`src/include/hccfg_cfg.svh`:
```
/*
 holds offsets, field positions, reset values and masks of the config header slice.
 assumes inclusion by bare name from design files (hccfg_regs); the package does not include it.
*/
`ifndef HCCFG_CFG_SVH
`define HCCFG_CFG_SVH
`define HCCFG_OFF_CACHE_LAT     8'h0c
`define HCCFG_OFF_HDR_SELFTEST  8'h0e
`define HCCFG_OFF_CTRL_WIN      8'h10
`define HCCFG_OFF_EXT_WIN       8'h14
`define HCCFG_LINE_LSB          0
`define HCCFG_LAT_LSB           8
`define HCCFG_CACHE_LAT_RST     16'h0000
`define HCCFG_HDR_SELFTEST_VAL  16'h0000
`define HCCFG_CTRL_WIN_MASK     32'hfffff800
`define HCCFG_EXT_WIN_MASK      32'hffffc000
`define HCCFG_WIN_RST           32'h00000000
`endif

```
`src/include/hccfg_pkg.sv`:
```
/*
 holds the types of the config header slice.
 includes no header; the cfg header is used by the design files only.
*/
`default_nettype none
package hccfg_pkg;
	typedef logic [7:0]  hccfg_byte_t;
	typedef logic [31:0] hccfg_word_t;
	typedef enum logic [1:0] {
		HCCFG_IDLE    = 2'b00,
		HCCFG_COUNT   = 2'b01,
		HCCFG_EXPIRED = 2'b10
	} hccfg_lat_e;
endpackage
`default_nettype wire

```
`src/rtl/hccfg_lat_timer.sv`:
```
/*
 initiator latency timer: counts cycles from frame start, flags expiry.
 assumes frame_start and frame_done are single-cycle, same-clock pulses.
*/
`timescale 1ns/1ps
`default_nettype none
module hccfg_lat_timer (
	input  wire logic                 mclk,
	input  wire logic                 resetn,
	input  wire logic                 frame_start,
	input  wire logic                 frame_done,
	input  wire hccfg_pkg::hccfg_byte_t limit,
	output var  logic                 expired_r
);
	hccfg_pkg::hccfg_lat_e st_r;
	hccfg_pkg::hccfg_byte_t cnt_r;

	always_ff @(posedge mclk) begin
		if (!resetn) begin
			st_r <= hccfg_pkg::HCCFG_IDLE;
			cnt_r <= 8'h00;
		end else begin
			case (st_r)
				hccfg_pkg::HCCFG_IDLE: begin
					cnt_r <= 8'h00;
					if (frame_start) begin
						st_r <= hccfg_pkg::HCCFG_COUNT;
					end
				end
				hccfg_pkg::HCCFG_COUNT: begin
					if (frame_done) begin
						st_r <= hccfg_pkg::HCCFG_IDLE;
					end else if (cnt_r + 8'h01 >= limit) begin
						st_r <= hccfg_pkg::HCCFG_EXPIRED;
					end else begin
						cnt_r <= cnt_r + 8'h01;
					end
				end
				hccfg_pkg::HCCFG_EXPIRED: begin
					if (frame_done) begin
						st_r <= hccfg_pkg::HCCFG_IDLE;
					end
				end
				default: st_r <= hccfg_pkg::HCCFG_IDLE;
			endcase
		end
	end

	always_ff @(posedge mclk) begin
		if (!resetn) begin
			expired_r <= 1'b0;
		end else begin
			expired_r <= (st_r == hccfg_pkg::HCCFG_COUNT && !frame_done && cnt_r + 8'h01 >= limit)
				|| (st_r == hccfg_pkg::HCCFG_EXPIRED && !frame_done);
		end
	end
endmodule // hccfg_lat_timer
`default_nettype wire

```
`src/rtl/hccfg_regs.sv`:
```
/*
 config header slice: latency/line size, header/self-test, two memory windows,
 plus initiator latency termination.
 assumes a config port with byte address, byte enables, one-cycle strobes;
 reads answer one cycle later; frame/grant inputs are same-clock logic.
*/
// Overview of operation
// - latency count starts at frame, counts clocks
// - expired count ends transaction on grant removal
// - line size field writable, resets zero, used
// - self-test byte reads zero always
// - header type byte reads zero, single function
// - control window all-ones reads FFFFF800
// - control window bits 31-11 writable pointer
// - control window bits 10-4 hardwired zero
// - control window bits 3-0 read zero
// - extension window all-ones reads FFFFC000
// - extension window bits 31-14 writable pointer
// - extension window bits 13-0 read zero
`timescale 1ns/1ps
`default_nettype none
`include "hccfg_cfg.svh"
module hccfg_regs (
	input  wire logic                   mclk,
	input  wire logic                   resetn,
	input  wire logic [7:0]             cfg_addr,
	input  wire logic [3:0]             cfg_be,
	input  wire logic                   cfg_wr,
	input  wire logic                   cfg_rd,
	input  wire hccfg_pkg::hccfg_word_t cfg_wdata,
	input  wire logic                   frame_start,
	input  wire logic                   frame_done,
	input  wire logic                   gnt_active,
	output var  hccfg_pkg::hccfg_word_t cfg_rdata_r,
	output var  logic                   cfg_rvalid_r,
	output var  logic                   end_xfer_r,
	output var  hccfg_pkg::hccfg_byte_t line_burst_length_r,
	output var  hccfg_pkg::hccfg_word_t ctrl_base_r,
	output var  hccfg_pkg::hccfg_word_t ext_base_r
);
	hccfg_pkg::hccfg_byte_t lat_limit_r;
	logic                   expired;
	logic                   in_frame_r;
	logic [8:0]             frame_age_r;

	// masked byte-lane merge, fixed bits forced
	function automatic hccfg_pkg::hccfg_word_t merge(input hccfg_pkg::hccfg_word_t old_v,
		input hccfg_pkg::hccfg_word_t new_v, input logic [3:0] be, input hccfg_pkg::hccfg_word_t wmask);
		hccfg_pkg::hccfg_word_t lanes;
		lanes = {{8{be[3]}}, {8{be[2]}}, {8{be[1]}}, {8{be[0]}}};
		merge = ((old_v & ~lanes) | (new_v & lanes)) & wmask;
	endfunction

	// dword decode; 0Ch and 0Eh share one dword
	function automatic logic dw_hit(input logic [7:0] addr, input logic [7:0] off);
		dw_hit = addr[7:2] == off[7:2];
	endfunction

	wire logic sel_dw0c = dw_hit(cfg_addr, `HCCFG_OFF_CACHE_LAT);
	wire logic sel_ctrl = dw_hit(cfg_addr, `HCCFG_OFF_CTRL_WIN);
	wire logic sel_ext  = dw_hit(cfg_addr, `HCCFG_OFF_EXT_WIN);

	always_ff @(posedge mclk) begin
		if (!resetn) begin
			line_burst_length_r <= 8'(`HCCFG_CACHE_LAT_RST >> `HCCFG_LINE_LSB);
		end else if (cfg_wr && sel_dw0c && cfg_be[0]) begin
			line_burst_length_r <= cfg_wdata[7:0];
		end
	end

	always_ff @(posedge mclk) begin
		if (!resetn) begin
			lat_limit_r <= 8'(`HCCFG_CACHE_LAT_RST >> `HCCFG_LAT_LSB);
		end else if (cfg_wr && sel_dw0c && cfg_be[1]) begin
			lat_limit_r <= cfg_wdata[15:8];
		end
	end

	always_ff @(posedge mclk) begin
		if (!resetn) begin
			ctrl_base_r <= `HCCFG_WIN_RST;
		end else if (cfg_wr && sel_ctrl) begin
			ctrl_base_r <= merge(ctrl_base_r, cfg_wdata, cfg_be, `HCCFG_CTRL_WIN_MASK);
		end
	end

	always_ff @(posedge mclk) begin
		if (!resetn) begin
			ext_base_r <= `HCCFG_WIN_RST;
		end else if (cfg_wr && sel_ext) begin
			ext_base_r <= merge(ext_base_r, cfg_wdata, cfg_be, `HCCFG_EXT_WIN_MASK);
		end
	end

	always_ff @(posedge mclk) begin
		if (!resetn) begin
			cfg_rdata_r <= 32'h00000000;
			cfg_rvalid_r <= 1'b0;
		end else begin
			cfg_rvalid_r <= cfg_rd;
			if (cfg_rd) begin
				if (sel_dw0c) begin
					cfg_rdata_r <= {`HCCFG_HDR_SELFTEST_VAL, lat_limit_r, line_burst_length_r};
				end else if (sel_ctrl) begin
					cfg_rdata_r <= ctrl_base_r;
				end else if (sel_ext) begin
					cfg_rdata_r <= ext_base_r;
				end else begin
					cfg_rdata_r <= 32'h00000000;
				end
			end
		end
	end

	hccfg_lat_timer u_lat (
		.mclk        (mclk),
		.resetn      (resetn),
		.frame_start (frame_start),
		.frame_done  (frame_done),
		.limit       (lat_limit_r),
		.expired_r   (expired)
	);

	always_ff @(posedge mclk) begin
		if (!resetn) begin
			end_xfer_r <= 1'b0;
		end else begin
			end_xfer_r <= expired && !gnt_active && !frame_done;
		end
	end

	// frame age for checks
	// saturates so a stuck frame never wraps
	always_ff @(posedge mclk) begin
		if (!resetn) begin
			in_frame_r  <= 1'b0;
			frame_age_r <= 9'h000;
		end else if (!in_frame_r) begin
			in_frame_r  <= frame_start;
			frame_age_r <= 9'h000;
		end else if (frame_done) begin
			in_frame_r <= 1'b0;
		end else if (frame_age_r != 9'h1ff) begin
			frame_age_r <= frame_age_r + 9'h001;
		end
	end
endmodule // hccfg_regs
`default_nettype wire

```
`config.mk`:
```
export PLATFORM = sky130hd
export DESIGN_NAME = hccfg_regs
export DESIGN_NICKNAME = d
export VERILOG_FILES = /design/src/include/hccfg_pkg.sv /design/src/rtl/hccfg_lat_timer.sv /design/src/rtl/hccfg_regs.sv
export VERILOG_INCLUDE_DIRS = /design/src /design/src/include
export SDC_FILE = /design/constraint.sdc
export NUM_CORES = 1
export LEC_CHECK = 0
export BUFFER_PORTS_ARGS = -buffer_cell sky130_fd_sc_hd__buf_2
export CAP_MARGIN = 5
export CORE_MARGIN = 8
export CORE_UTILIZATION = 40
export CTS_CLUSTER_SIZE = 20
export DETAILED_ROUTE_END_ITERATION = 12
export HOLD_SLACK_MARGIN = 0.15
export PLACE_DENSITY_LB_ADDON = 0.1
export SLEW_MARGIN = 10
export SYNTH_ARGS = -nofsm -noshare
export SYNTH_HDL_FRONTEND = slang
export SYNTH_HIERARCHICAL = 1
export SYNTH_SLANG_ARGS = --single-unit
```
`constraint.sdc`:
```
create_clock -name mclk -period 3 [get_ports mclk]
set_input_delay 0.45 -clock mclk [delete_from_list [all_inputs] [get_ports mclk]]
set_output_delay 0.45 -clock mclk [all_outputs]
set_load 0.01 [all_outputs]
```
==> results by group <==
STA
  • Final Hold Viols: 0
  • Total negative setup slack: 0 ns
  • Worst slew pin tran: 0.688 ns
  • Max Slew Vio Count: 0
  • Final min period: 2.80 ns
  • Setup violations, final: 0
  • Final Cycle Share: 0.932
  • Fmax: 358 MHz
  • Clock skew: 0.00570 ns
  • Slew HR: 0.542
  • RSZ-0062 raised after global routing: no

Critical path
  • Data required, critical path: 3.28 ns
  • Crit-path max cell delay: 0.50 ns
  • Kind of end point of the critical path: register
  • Slowest library cell on the worst path: or4_1
  • Worst endpoint data arrival time: 3.07 ns
  • Buf/Inv on CP: 0
  • Critical Path Source: u_lat/cnt_r[0]$_SDFFE_PN0P_
  • CP top delay family: simple AND/OR/NAND/NOR gates
  • Critical R2R Launch: u_lat/cnt_r[0]$_SDFFE_PN0P_
  • Cell mode on critical path: a21oi_1
  • Crit-path cells: ha_2 > xor2_1 > ha_1 > or3_1 > a21oi_1 > o311ai_4 > or4_1 > a21oi_1
  • Worst setup path class: register to register
  • Startpoint types: register
  • Maximum fanout along the worst path: 13

Floorplan
  • Die Wd: 128 um
  • Core area: 12400 um2
  • Die ar.: 16400 um2
  • Num ports: 157
  • Die height: 128 um
  • Initial Util: 0.404
  • Row cnt: 41

Global routing
  • Global Route Usage Sum: 0.162
  • First-pass GRT wire length: 21.1 mm
  • Vias in the first global route: 4153
  • Antenna violations before repair: 0
  • Pin count of the biggest net entering global routing: 71
  • Total overflow reported by the global router: 0

Synthesis
  • Main synth FF type: dfxtp_1
  • Synth Warn #: 6
  • Top post-synthesis cells by area: dfxtp_1, mux2i_1, nand2_1, nand4_1, buf_4
  • Simple-Gate Fraction of Synth Area: 0.233
  • Cell Area, Synth: 5010 um2
  • Yosys top cell by area: dfxtp_1
  • Sequential share of the synthesized area: 0.399
  • Synth Area in Adders: 0.0225
  • EDFF count, synth: 0
  • Synth Area in XOR/XNOR: 0.0105
  • Synth async-reset ratio: 0
  • Register bit total from synthesis: 100
  • Yosys top cell area share: 0.399
  • Synth Area in Compound Gates: 0.106
  • Cells after Synth: 545
  • Post-synth top cells: dfxtp_1, nand2_1, mux2i_1
  • Netlist cell types: 47
  • Avg Inst Size Synth: 9.20 um2
  • Largest family of logic cells by synthesized area: simple AND/OR/NAND/NOR gates
  • Mux cell area share after synthesis: 0.137
  • Most frequent cell after synthesis: dfxtp_1

Routing
  • WL per Instance: 15.9 um
  • Drt initial violations: 278
  • Total number of vias: 4183
  • Final WL: 13.1 mm
  • Post-route DRC: 0
  • Vias/cell: 5.06
  • Drt first pass iters: 4
  • Antenna Nets Post-Route: 0

Clock tree
  • Clock root buffer: clkbuf_16
  • Num CTS Buffers: 9
  • Htree depth: 3
  • Reg clk slew, reported paths: 0.06 ns
  • CTS Buffer Depth: 2
  • CTS tree: yes
  • Clk_lat worst skew: 0.35 ns
  • Sink Count: 100

Cells and area
  • Final core occ: 0.477
  • Final nets: 711
  • Layout area overhead: 18.2%
  • Layout fillers: 1242
  • # diodes: 0
  • Share of layout cells above drive strength 1: 0.276

Outcome
  • Status: completed

Min path
  • Hold path start: gnt_active
  • Worst Hold Class: primary input to register

Power
  • Power density cells: 443 nW/um2
  • Worst-case vdd ir drop: 199 uV
  • P_leak: 2.60 nW

Placement
  • IO buf count: 129
  • GPL Wtd Cong: 0.793
  • Post-DP HPWL: 9.44 mm

Flow run
  • Max-cap violation count: 0
## cells by family (layout without fill, tap and decap cells)
group                      after synthesis  after routing
adders and majority gates                9              9
other                                    1             25
AOI/OAI and AO/OA                       73             73
DFF                                    100            100
xor gates and xnor gates                 6              6
buffers and inverters                   80            166
muxes                                   66             66
and+or+nand+nor                        210            210
## metrics by stage
| step | std cells | setup WS [ns] | power, mW | hold WS, ns | area [um2] |
|---|---|---|---|---|---|
| final | 827 | 0.204 | 2.62 | 0.264 | 5920 |
| after global placement | 810 | 0.211 | 1.56 | 0.434 | 5640 |
| after detailed placement | 810 | 0.163 | 1.56 | 0.438 | 5640 |
| after floorplan | 569 | 0.520 | 1.52 | 0.429 | 5100 |
| after CTS | 825 | 0.134 | 2.66 | 0.248 | 5910 |
| after global routing | 827 | 0.0131 | 2.74 | 0.260 | 5920 |
## placed cells by master (no fill, tap or decap), types with 3 or more instances in the layout
| cell type | netlist | layout |
|---|---|---|
| nor3_1 | 3 | 3 |
| nor2b_1 | 8 | 6 |
| a41oi_1 | 3 | 3 |
| nand4_1 | 43 | 43 |
| xnor2_1 | 5 | 5 |
| clkbuf_16 | 0 | 9 |
| nand2b_1 | 30 | 30 |
| nand4_4 | 3 | 3 |
| ha_1 | 9 | 8 |
| mux2_2 | 19 | 19 |
| buf_2 | 12 | 128 |
| inv_1 | 12 | 12 |
| o21ai_0 | 11 | 11 |
| buf_4 | 33 | 10 |
| clkbuf_1 | 17 | 3 |
| a21boi_1 | 15 | 15 |
| or4_1 | 4 | 4 |
| a21oi_1 | 6 | 6 |
| nand3_1 | 17 | 17 |
| and2_1 | 3 | 3 |
| a31oi_1 | 7 | 7 |
| and3_1 | 4 | 4 |
| a21boi_0 | 23 | 23 |
| dfxtp_1 | 100 | 100 |
| conb_1 | 1 | 25 |
| mux2i_1 | 47 | 47 |
| nand2_1 | 81 | 81 |
## path summary, 6_finish.rpt
check,endpoint,slack (ns),cells past startpoint
max,u_lat/cnt_r[4]$_SDFFE_PN0P_,0.20,8
min,end_xfer_r$_SDFF_PN0_,0.26,2
max reg2reg,u_lat/cnt_r[4]$_SDFFE_PN0P_,0.20,8
min reg2reg,end_xfer_r$_SDFF_PN0_,0.45,1
## metal layers
layer	share of wire	vias up	global-route usage
li1	-	2080	-
met3	0.078	12	0.0595
met2	0.45	113	0.251
met4	0.017	0	0.0615
met1	0.45	1978	0.200
met5	0	-	0
## report_power, final
| group | internal, mW | switching [mW] |
|---|---|---|
| logic | 0.0665 | 0.124 |
| registers | 1.33 | 0.00732 |
| clock network | 0.605 | 0.489 |
## final cells by class
class                   instances  area (um2)  area share
multi-input cells             389        2660       0.448
well taps                     172         215      0.0363
clock inverters                 1        7.51     0.00127
clock buffers                  14         264      0.0446
repair buffers                139         736       0.124
flip-flops and latches        100        2000       0.338
inverters                      12        45.0     0.00760
## timing repair
item / CTS / global route
buffers inserted: 0 / 2
endpoints found under the setup margin: 0 / 3
resized for setup: 0 / 1
hold buffers: 0 / 0
(Power assumes the default switching activity.)
